$ cat src/ise_pkg.sv
// Constants and types shared by the instruction subset execution unit
package ise_pkg;
	localparam int DATA_W = 8;
	localparam int PC_W   = 11;
	localparam int ADDR_W = 8;

	localparam logic [DATA_W-1:0] ACC_RST    = 8'h00;
	localparam logic [PC_W-1:0]   PC_RST     = 11'h000;
	localparam logic [PC_W-1:0]   IRQ_VECTOR = 11'h004;
	localparam logic [PC_W-1:0]   PC_STEP    = 11'h001;
	localparam logic [DATA_W-1:0] INC_STEP   = 8'h01;

	typedef enum logic [3:0] {
		ISE_IDLE_INSTRUCTION,
		ISE_INCREMENT_TO_ACC,
		ISE_UNCONDITIONAL_BRANCH,
		ISE_COPY_MEM_TO_ACC,
		ISE_COPY_LIT_TO_ACC,
		ISE_COPY_ACC_TO_MEM,
		ISE_OR_MEM_TO_ACC,
		ISE_OR_LIT_TO_ACC,
		ISE_DISJUNCTION_TO_RAM,
		ISE_SUBROUTINE_EXIT,
		ISE_RETURN_LITERAL,
		ISE_INTERRUPT_EXIT
	} ise_op_t;

	// One decoded instruction as presented by the fetch path
	typedef struct packed {
		ise_op_t           op;
		logic [ADDR_W-1:0] mem_addr;
		logic [DATA_W-1:0] literal;
		logic [PC_W-1:0]   target;
	} ise_instr_t;

	// Data memory write request
	typedef struct packed {
		logic              we;
		logic [ADDR_W-1:0] addr;
		logic [DATA_W-1:0] data;
	} ise_mem_wr_t;
endpackage

$ cat src/ise_exec.sv
// Execution unit for the instruction subset: accumulator, flag, counter, stack
`timescale 1ns/1ps
module ise_exec #(
	parameter int STACK_DEPTH = 4
) (
	// Clock and reset
	input  wire logic                       core_clk,
	input  wire logic                       rst_b,
	// Instruction fetch
	input  wire logic                       instr_valid,
	input  wire ise_pkg::ise_instr_t        instr,
	output logic                            instr_ready,
	output logic [ise_pkg::PC_W-1:0]        pc,
	// Data memory
	output logic [ise_pkg::ADDR_W-1:0]      mem_raddr,
	input  wire logic [ise_pkg::DATA_W-1:0] mem_rdata,
	output ise_pkg::ise_mem_wr_t            mem_wr,
	// Return address push from the call path
	input  wire logic                       push_valid,
	input  wire logic [ise_pkg::PC_W-1:0]   push_pc,
	// Interrupts
	input  wire logic                       irq_pending,
	output logic                            irq_taken,
	// Visible state
	output logic [ise_pkg::DATA_W-1:0]      acc,
	output logic                            zero_flag,
	output logic                            global_interrupt_enable
);
	import ise_pkg::*;

	// ----------------------------------------
	// Reset synchroniser
	// ----------------------------------------
	logic rst_meta_b;
	logic rst_sync_b;

	always_ff @(posedge core_clk or negedge rst_b) begin
		if (!rst_b) begin
			rst_meta_b <= 1'b0;
			rst_sync_b <= 1'b0;
		end else begin
			rst_meta_b <= 1'b1;
			rst_sync_b <= rst_meta_b;
		end
	end

	// ----------------------------------------
	// Sequencing
	// ----------------------------------------
	typedef enum logic [1:0] {
		ISE_ST_EXEC,
		ISE_ST_FLUSH
	} ise_state_t;

	localparam int SP_W  = $clog2(STACK_DEPTH + 1);
	localparam int IDX_W = (STACK_DEPTH > 1) ? $clog2(STACK_DEPTH) : 1;

	ise_state_t           state;
	logic [PC_W-1:0]      stack_mem [STACK_DEPTH];
	logic [SP_W-1:0]      sp;
	logic [DATA_W-1:0]    next_acc;
	logic                 next_zero;
	logic                 exec;
	logic                 is_return;
	logic                 take_irq;
	logic [PC_W-1:0]      top_pc;
	logic                 push_en;
	logic                 pop_en;
	logic [PC_W-1:0]      push_data;

	function automatic logic zero_of(input logic [DATA_W-1:0] v);
		return v == '0;
	endfunction

	// A full stack keeps its depth; the newest entry replaces the top one
	function automatic logic is_full(input logic [SP_W-1:0] p);
		return p == SP_W'(STACK_DEPTH);
	endfunction

	function automatic logic [IDX_W-1:0] slot_of(input logic [SP_W-1:0] p);
		return is_full(p) ? IDX_W'(STACK_DEPTH - 1) : IDX_W'(p);
	endfunction

	assign instr_ready = (state == ISE_ST_EXEC) && !take_irq;
	assign exec        = instr_valid && instr_ready;
	assign is_return   = instr.op == ISE_SUBROUTINE_EXIT || instr.op == ISE_RETURN_LITERAL
	                     || instr.op == ISE_INTERRUPT_EXIT;
	assign top_pc      = (sp != '0) ? stack_mem[IDX_W'(sp - 1'b1)] : PC_RST;
	// Only taken between instructions, and only while enabled
	assign take_irq    = irq_pending && global_interrupt_enable
	                     && state == ISE_ST_EXEC;
	assign irq_taken   = take_irq;
	assign mem_raddr   = instr.mem_addr;

	// Branches and returns spend one dummy cycle while the counter reloads
	always_ff @(posedge core_clk or negedge rst_sync_b) begin
		if (!rst_sync_b) begin
			state <= ISE_ST_EXEC;
		end else begin
			case (state)
				ISE_ST_EXEC: begin
					if (take_irq || (exec && (instr.op == ISE_UNCONDITIONAL_BRANCH
					    || is_return))) begin
						state <= ISE_ST_FLUSH;
					end
				end
				ISE_ST_FLUSH: state <= ISE_ST_EXEC;
				default:      state <= ISE_ST_EXEC;
			endcase
		end
	end

	// ----------------------------------------
	// Program counter
	// ----------------------------------------
	always_ff @(posedge core_clk or negedge rst_sync_b) begin
		if (!rst_sync_b) begin
			pc <= PC_RST;
		end else if (take_irq) begin
			// Interrupt exit re-enables first, so a pending one enters here
			// before the interrupted code resumes
			pc <= IRQ_VECTOR;
		end else if (exec) begin
			case (instr.op)
				ISE_UNCONDITIONAL_BRANCH: pc <= instr.target;
				ISE_SUBROUTINE_EXIT, ISE_RETURN_LITERAL, ISE_INTERRUPT_EXIT: begin
					pc <= top_pc;
				end
				default: pc <= PC_W'(pc + PC_STEP);
			endcase
		end
	end

	// ----------------------------------------
	// Return stack
	// ----------------------------------------
	// Interrupt entry pushes the counter; a call push is taken only in a ready cycle with no instruction, and is not held otherwise
	assign push_en   = take_irq || (push_valid && instr_ready && !exec);
	assign pop_en    = exec && is_return;
	assign push_data = take_irq ? pc : push_pc;

	// Entries carry no reset value; only the pointer says what is live
	always_ff @(posedge core_clk) begin
		if (push_en) begin
			stack_mem[slot_of(sp)] <= push_data;
		end
	end

	// Shallow stack: overflow overwrites the top entry, underflow stays empty
	always_ff @(posedge core_clk or negedge rst_sync_b) begin
		if (!rst_sync_b) begin
			sp <= '0;
		end else if (push_en) begin
			if (!is_full(sp)) sp <= SP_W'(sp + 1'b1);
		end else if (pop_en) begin
			if (sp != '0) sp <= SP_W'(sp - 1'b1);
		end
	end

	// ----------------------------------------
	// Accumulator and zero flag
	// ----------------------------------------
	always_comb begin
		next_acc  = acc;
		next_zero = zero_flag;
		case (instr.op)
			ISE_INCREMENT_TO_ACC: begin
				next_acc  = DATA_W'(mem_rdata + INC_STEP);
				next_zero = zero_of(next_acc);
			end
			ISE_COPY_MEM_TO_ACC: next_acc = mem_rdata;
			ISE_COPY_LIT_TO_ACC: next_acc = instr.literal;
			ISE_OR_MEM_TO_ACC: begin
				next_acc  = acc | mem_rdata;
				next_zero = zero_of(next_acc);
			end
			ISE_OR_LIT_TO_ACC: begin
				next_acc  = acc | instr.literal;
				next_zero = zero_of(next_acc);
			end
			ISE_DISJUNCTION_TO_RAM: next_zero = zero_of(acc | mem_rdata);
			ISE_RETURN_LITERAL:     next_acc  = instr.literal;
			default: begin
				next_acc  = acc;
				next_zero = zero_flag;
			end
		endcase
	end

	always_ff @(posedge core_clk or negedge rst_sync_b) begin
		if (!rst_sync_b) begin
			acc       <= ACC_RST;
			zero_flag <= 1'b0;
		end else if (exec) begin
			acc       <= next_acc;
			zero_flag <= next_zero;
		end
	end

	// ----------------------------------------
	// Data memory writes
	// ----------------------------------------
	always_ff @(posedge core_clk or negedge rst_sync_b) begin
		if (!rst_sync_b) begin
			mem_wr <= '0;
		end else begin
			mem_wr.we   <= exec && (instr.op == ISE_COPY_ACC_TO_MEM
			               || instr.op == ISE_DISJUNCTION_TO_RAM);
			mem_wr.addr <= instr.mem_addr;
			mem_wr.data <= (instr.op == ISE_DISJUNCTION_TO_RAM) ? (acc | mem_rdata)
			               : acc;
		end
	end

	// ----------------------------------------
	// Global interrupt enable
	// ----------------------------------------
	always_ff @(posedge core_clk or negedge rst_sync_b) begin
		if (!rst_sync_b) begin
			global_interrupt_enable <= 1'b0;
		end else if (take_irq) begin
			global_interrupt_enable <= 1'b0;
		end else if (exec && instr.op == ISE_INTERRUPT_EXIT) begin
			global_interrupt_enable <= 1'b1;
		end
	end
endmodule

$ cat config.mk
export PLATFORM = sky130hd
export DESIGN_NAME = ise_exec
export DESIGN_NICKNAME = d
export VERILOG_FILES = /design/src/ise_pkg.sv /design/src/ise_exec.sv
export SDC_FILE = /design/constraint.sdc
export NUM_CORES = 1
export LEC_CHECK = 0
export CAP_MARGIN = 20
export CELL_PAD_IN_SITES_DETAIL_PLACEMENT = 1
export CELL_PAD_IN_SITES_GLOBAL_PLACEMENT = 2
export CORE_UTILIZATION = 44
export CTS_CLUSTER_DIAMETER = 50
export CTS_CLUSTER_SIZE = 8
export DETAILED_ROUTE_END_ITERATION = 8
export DONT_BUFFER_PORTS = 1
export HOLD_SLACK_MARGIN = 0.1
export PLACE_DENSITY_LB_ADDON = 0.05
export SETUP_SLACK_MARGIN = 0.02
export SYNTH_ARGS = -nofsm -noshare
export SYNTH_HDL_FRONTEND = slang
export SYNTH_SLANG_ARGS = --single-unit
$ cat constraint.sdc
create_clock -name core_clk -period 3.8 [get_ports core_clk]
set_clock_uncertainty 0.1 [all_clocks]
set_input_delay 0.19 -clock core_clk [delete_from_list [all_inputs] [get_ports core_clk]]
set_output_delay 0.19 -clock core_clk [all_outputs]
set_load 0.05 [all_outputs]
# Yosys cells after proc, flatten, opt, wreduce, memory -nomap -nowiden

Memories as Yosys holds them, arrays and structs flattened.
Index checks and enable logic that the tools add are counted.

Bits in latches: 0
Word-level logic and storage cells: 86
Memories kept: 1
Memory bits (writable): 44
Memory bits (read-only): 0
Register bits: 45
Input bits: 55

Memories:

| memory    | words | bits a word | rd ports | clocked after Yosys merged registers in | write ports | line           | RTL |
|---|---|---|---|---|---|---|---|
| stack_mem | 4     | 11          | 1        | 0                                       | 1           | ise_exec.sv:59 | `logic [PC_W-1:0] stack_mem [STACK_DEPTH];` |

Multiply operators: 0
Bitwise logic cells: 2
Equality and inequality tests: 14
Divide/modulo/power cells: 0
Shifts and indexed selects: 0
Reduce and logical (&&, ||, !) cells: 35
Muxes and demuxes: 19
$add $sub $neg: 4
$lt $le $gt $ge: 0

Operators with widths:

| cell                                                | number |
|---|---|
| two-way mux 11 bit                                  | 4 |
| case mux 8 bit (5 select lines)                     | 1 |
| zero test 8 bit                                     | 3 |
| case mux 11 bit (2 select lines)                    | 1 |
| equality test 4 x 3 -> 1 bit, second input constant | 4 |
| equality test 4 bit, second input constant          | 4 |
| bitwise OR 8 bit                                    | 2 |
| two-way mux 3 bit                                   | 4 |
| adder 11 x 1 -> 11 bit, second input constant       | 1 |
| logical AND 1 bit                                   | 10 |
| adder 8 x 1 -> 8 bit, second input constant         | 1 |
| equality test 4 x 2 -> 1 bit, second input constant | 2 |
| two-way mux 8 bit                                   | 1 |
| nonzero test 2 bit                                  | 4 |
| logical OR 1 bit                                    | 6 |
| two-way mux 2 bit                                   | 3 |
| nonzero test 3 bit                                  | 2 |
| nonzero test 5 bit                                  | 1 |
| equality test 4 x 1 -> 1 bit, second input constant | 1 |
| two-way mux 1 bit                                   | 4 |
| AND reduction 2 bit                                 | 2 |
| OR reduction 2 bit                                  | 2 |
| adder 3 x 1 -> 3 bit, second input constant         | 1 |
| equality test 3 bit, second input constant          | 1 |
| 8 further kinds                                     | 9 |

# Longest topological paths before layout

Depth after elaboration: 10
Mapped depth: 10
Mapped depth without buffers: 7

# Least setup slack after synthesis

No wires, ideal clock.

Kind: register to register
From: reg global_interrupt_enable
To: reg pc[2] (netlist bit)
Buffers on the path: 0
Path slack: 1.335 ns
Required time: 3.576 ns
Arrival: 2.242 ns
Library setup time: 0.124 ns
Cell stages (with the launch flop): 6
Clock period less this slack: 2.465 ns
Cells stage by stage: dfrtp_1 -> a21oi_1 -> nand2_1 -> a221o_1 -> a21oi_1 -> a21oi_1

Longest elaborated chain between the ends: 6

RTL lines:

| element                             | line            | RTL |
|---|---|---|
| start, declared                     | ise_exec.sv:27  | `output logic global_interrupt_enable` |
| start signal, assigned              | ise_exec.sv:220 | `global_interrupt_enable <= 1'b0;` |
| start signal, assigned              | ise_exec.sv:222 | `global_interrupt_enable <= 1'b0;` |
| start signal, assigned              | ise_exec.sv:224 | `global_interrupt_enable <= 1'b1;` |
| logical AND 1 bit                   | ise_exec.sv:90  | `assign take_irq = irq_pending && global_interrupt_enable` |
| logical AND 1 bit                   | ise_exec.sv:91  | `&& state == ISE_ST_EXEC;` |
| zero test 1 bit                     | ise_exec.sv:84  | `assign instr_ready = (state == ISE_ST_EXEC) && !take_irq;` |
| logical AND 1 bit                   | ise_exec.sv:84  |  |
| named net instr_ready               | ise_exec.sv:12  | `output logic instr_ready,` |
| logical AND 1 bit                   | ise_exec.sv:85  | `assign exec = instr_valid && instr_ready;` |
| nonzero test 2 bit (no source line) | --              |  |
| end signal, assigned                | ise_exec.sv:125 | `ISE_UNCONDITIONAL_BRANCH: pc <= instr.target;` |
| end signal, assigned                | ise_exec.sv:127 | `pc <= top_pc;` |
| end signal, assigned                | ise_exec.sv:129 | `default: pc <= PC_W'(pc + PC_STEP);` |
| end, declared                       | ise_exec.sv:13  | `output logic [ise_pkg::PC_W-1:0] pc,` |

The timed path passes the listed nets, and every way through them passes these cells.
A chain may end at the register's enable or synchronous reset.

# Worst setup path after layout

From: reg sp[0]
To: reg pc[8] (netlist bit)

Longest elaborated chain between the ends: 6

RTL lines:

| element                            | line            | RTL |
|---|---|---|
| start, declared                    | ise_exec.sv:60  | `logic [SP_W-1:0] sp;` |
| start signal, assigned             | ise_exec.sv:154 | `if (!is_full(sp)) sp <= SP_W'(sp + 1'b1);` |
| start signal, assigned             | ise_exec.sv:156 | `if (sp != '0) sp <= SP_W'(sp - 1'b1);` |
| subtractor 3 x 1 -> 3 bit          | --              |  |
| memory (4 x 11 bit)                | --              |  |
| two-way mux 11 bit *               | ise_exec.sv:88  | `assign top_pc = (sp != '0) ? stack_mem[IDX_W'(sp - 1'b1)] : PC_RST;` |
| case mux 11 bit (2 select lines) * | ise_exec.sv:124 | `case (instr.op)` |
| two-way mux 11 bit *               | ise_exec.sv:123 | `end else if (exec) begin` |
| two-way mux 11 bit *               | ise_exec.sv:119 | `end else if (take_irq) begin` |

Mark *: on every way between the ends. The rest lies on a longest branch, timed or not. The select of a mux whose other input is x is not followed.

==> metrics.md <==
| Metric | Value |
|---|---|
| Maximum vdd drop | `0.302 mV` |
| Final WL | `13.8 mm` |
| Clock transition at path regs | `0.09 ns` |
| CTS root buf | `clkbuf_8` |
| Port buffer count | `0` |
| Count of final hold-check violations | `0` |
| Crit. End Element | `register` |
| CTS Buf Count | `9` |
| Yosys reg bits | `88` |
| Netlist cell types | `70` |
| Floorplan Core Area | `10,400 µm²` |
| Dominant cell type by area after synthesis | `edfxtp_1` |
| Filler Cell Count | `1,126` |
| Seq. cell area | `2420 µm²` |
| Vias in the first global route | `3,768` |
| Status | `finished clean` |
| Relative slew slack | `0.288` |
| First-pass GRT wire length | `22.0 mm` |
| Final Max Tran Viols | `0` |
| Share of cells above drive strength 1 | `0.107` |
| Area share of the largest cell type after synthesis | `0.280` |
| Tmin final | `2.74 ns` |
| Total Routing Usage GR | `0.263` |
| Yosys warns | `0` |
| Initial antenna violation count | `0` |
| Setup_tns | `0 ns` |
| Max clock buf depth | `2` |
| CP Data Required Time | `3.94 ns` |
| CTS Sinks | `88` |
| Most frequent cell after synthesis | `nand2_1` |
| Die ar. | `11,200 µm²` |
| Tcrit/Tclk final | `0.721` |
| Synth-to-layout area growth | `13.4%` |
| I/O pin total | `103` |
| R2R depth | `7` |
| Util after Layout | `0.517` |
| DR WL/cell | `23.5 µm` |
| Fmax achieved | `0.365 GHz` |
| Post-synthesis cell area | `4730 µm²` |
| Cell Pwr Density | `696 nW/µm²` |
| Dpl ws | `1.00 ns` |
| Drt drc | `0` |
| Register-to-register path setup slack | `1.06 ns` |
| Number of synthesized flops with an enable pin | `44` |
| DRT iter0 DRCs | `179` |
| Largest net degree at the start of global routing | `43` |
| H-tree levels | `3` |
| Crit path launch | `sp[0]$_DFFE_PN0P_` |
| Worst slew pin tran | `1.06 ns` |
| Synth cell count leaders | `55 x nand2_1, 44 x dfrtp_1, 44 x edfxtp_1` |
| Startpoint types | `register` |
| Post-CTS Setup Inserts | `0` |
| Post-Syn Instances | `410` |
| Area of the multi-input gates | `2010 µm²` |
| Pre-antenna DRT Iters | `4` |
| TritonCTS clock tree | `yes` |
| Crit path to | `pc[8]$_DFFE_PN0P_` |
| Width of the die | `106 µm` |
| Crit path max fanout | `16` |
| Initial Util | `0.456` |
| Net Count, Synth | `472` |
| # setup viols final | `0` |
| Leakage power | `0.00211 µW` |
| RSZ-0062 raised after global routing | `false` |
| Async set or reset register ratio after synthesis | `0.500` |
| ANT nets after route | `0` |
| Reg2reg start | `sp[0]$_DFFE_PN0P_` |
| Max-Cap Viols | `0` |
| Crit Reg-Reg Endpoint | `pc[8]$_DFFE_PN0P_` |
| GPL Wtd Cong | `0.808` |
| Worst Hold Class | `input pin to register` |
| Post-DP HPWL | `9.04 mm` |
| Post-CTS sizing | `0` |
| Ys flop type | `edfxtp_1` |
| Sequential area share after synthesis | `0.512` |
| Setup WS post-layout | `1.06 ns` |
| Synth top area cells | `edfxtp_1 28%, dfrtp_1 23%, mux4_2 5.2%` |
| Via/cell ratio | `5.94` |
| Critical path arrival | `2.88 ns` |
| Path type of the worst setup path | `register to register` |
| Cell Rows | `37` |
| Vias | `3,476` |
| Final #Nets | `506` |
| Min-delay src | `instr[5]` |
| Synthesized area per cell | `11.5 µm²` |
| Clock Latency Late Sink | `0.36 ns` |
| Diodes inserted | `0` |
| Die height | `106 µm` |
| GR Overflow Total | `0` |
per-stage QoR:
step	hold slack [ns]	instances	total power [µW]	instance area (µm²)
floorplan	-0.206	410	2810	4730
global placement	-0.206	522	3030	4690
detailed placement	-0.206	522	3070	4690
CTS	0.100	584	3770	5340
global route	0.110	585	3940	5360
finish	0.0987	585	3730	5360
cell families (layout without fill, tap and decap cells):
family / after synthesis / in the layout / share of synthesized area
AND/OR/NAND/NOR: 138 / 138 / 0.156
AO/OA/AOI/OAI: 108 / 108 / 0.159
flip-flops: 88 / 88 / 0.512
buffers and inverters: 40 / 79 / 0.0622
multiplexers: 18 / 18 / 0.0680
XOR/XNOR: 10 / 10 / 0.0225
adder cells (fa/ha/maj): 7 / 7 / 0.0185
other: 1 / 1 / 0.000793
cells in the final DEF, fill, tap and decap left out, types with 3 or more instances in the layout:
cell | synthesis | routed
a21oi_1 | 16 | 16
buf_4 | 11 | 6
mux2i_1 | 4 | 4
nor2b_1 | 5 | 5
nand2b_1 | 7 | 7
a222oi_1 | 3 | 3
nor4_1 | 5 | 5
clkbuf_8 | 4 | 9
dlygate4sd3_1 | 0 | 46
a221o_1 | 6 | 6
a22oi_1 | 5 | 5
nand3_1 | 12 | 12
nand4_1 | 4 | 4
ha_1 | 7 | 7
and3_1 | 4 | 4
nor3_1 | 6 | 6
o21ai_1 | 8 | 8
xor2_1 | 5 | 5
inv_1 | 9 | 9
nor2_1 | 15 | 15
o21ai_0 | 20 | 20
a31oi_1 | 3 | 3
a221oi_1 | 5 | 5
and2_1 | 5 | 5
mux4_2 | 11 | 11
o22ai_1 | 4 | 4
xnor2_1 | 4 | 4
edfxtp_1 | 44 | 44
dfrtp_1 | 44 | 43
nand2_1 | 55 | 55
o32a_1 | 3 | 3
a21o_1 | 15 | 15
a211oi_1 | 3 | 3
mux2_2 | 3 | 3
sequential cells by signal, summed over array words and instances, names as in the netlist:
signal / cells
acc: 8
pc: 11
rst_sync_b: 1
mem_wr: 17
zero_flag: 1
state: 1
rst_meta_b: 1
sp: 3
stack_mem: 44
global_interrupt_enable: 1
worst max-delay path: stages, from the launching register on:
cell     delay [ns]
dfrtp_1        0.33
buf_4          0.28
inv_1          0.16
ha_1           0.73
mux4_2         0.42
a221o_1        0.32
a31oi_1        0.19
o21ai_1        0.08
worst min path at each step:
stage | to | slack [ns] | depth (start not counted)
final | pc[5]$_DFFE_PN0P_ | 0.1 | 3
after CTS | global_interrupt_enable$_DFFE_PN0P_ | 0.10 | 4
after global placement | rst_meta_b$_DFF_PN0_ | -0.21 | 0
after global routing | pc[5]$_DFFE_PN0P_ | 0.11 | 3
after detailed placement | rst_meta_b$_DFF_PN0_ | -0.21 | 0
after floorplan | rst_meta_b$_DFF_PN0_ | -0.21 | 0
timing repair:
| item | 4_1_cts | 5_1_grt |
|---|---|---|
| endpoints found under the setup margin | 0 | 0 |
| hold buffers | 46 | 0 |
| hold endpoints to repair | 74 | 0 |
layer usage:
metal,part of all wire,wire length (µm),track usage,up-vias
met1,0.41,5710,0.334,1759
met3,0.056,778,0.0526,10
met4,0.013,181,0.0675,0
li1,-,-,-,1603
met2,0.52,7100,0.457,104
met5,0,0,0,-
cell type report:
class	count	area share
clock buffers	9	0.0231
clock inverters	7	0.0131
inverters	10	0.00700
multi-input cells	282	0.375
flip-flops and latches	88	0.452
well taps	136	0.0317
repair buffers	53	0.0980
power by group:
part           switching, µW  internal, µW  leakage, µW
combinational            583           469      0.00107
sequential               761          1260     0.000940
clock                    351           305     0.000101
Power figures use the tool's default switching activity.
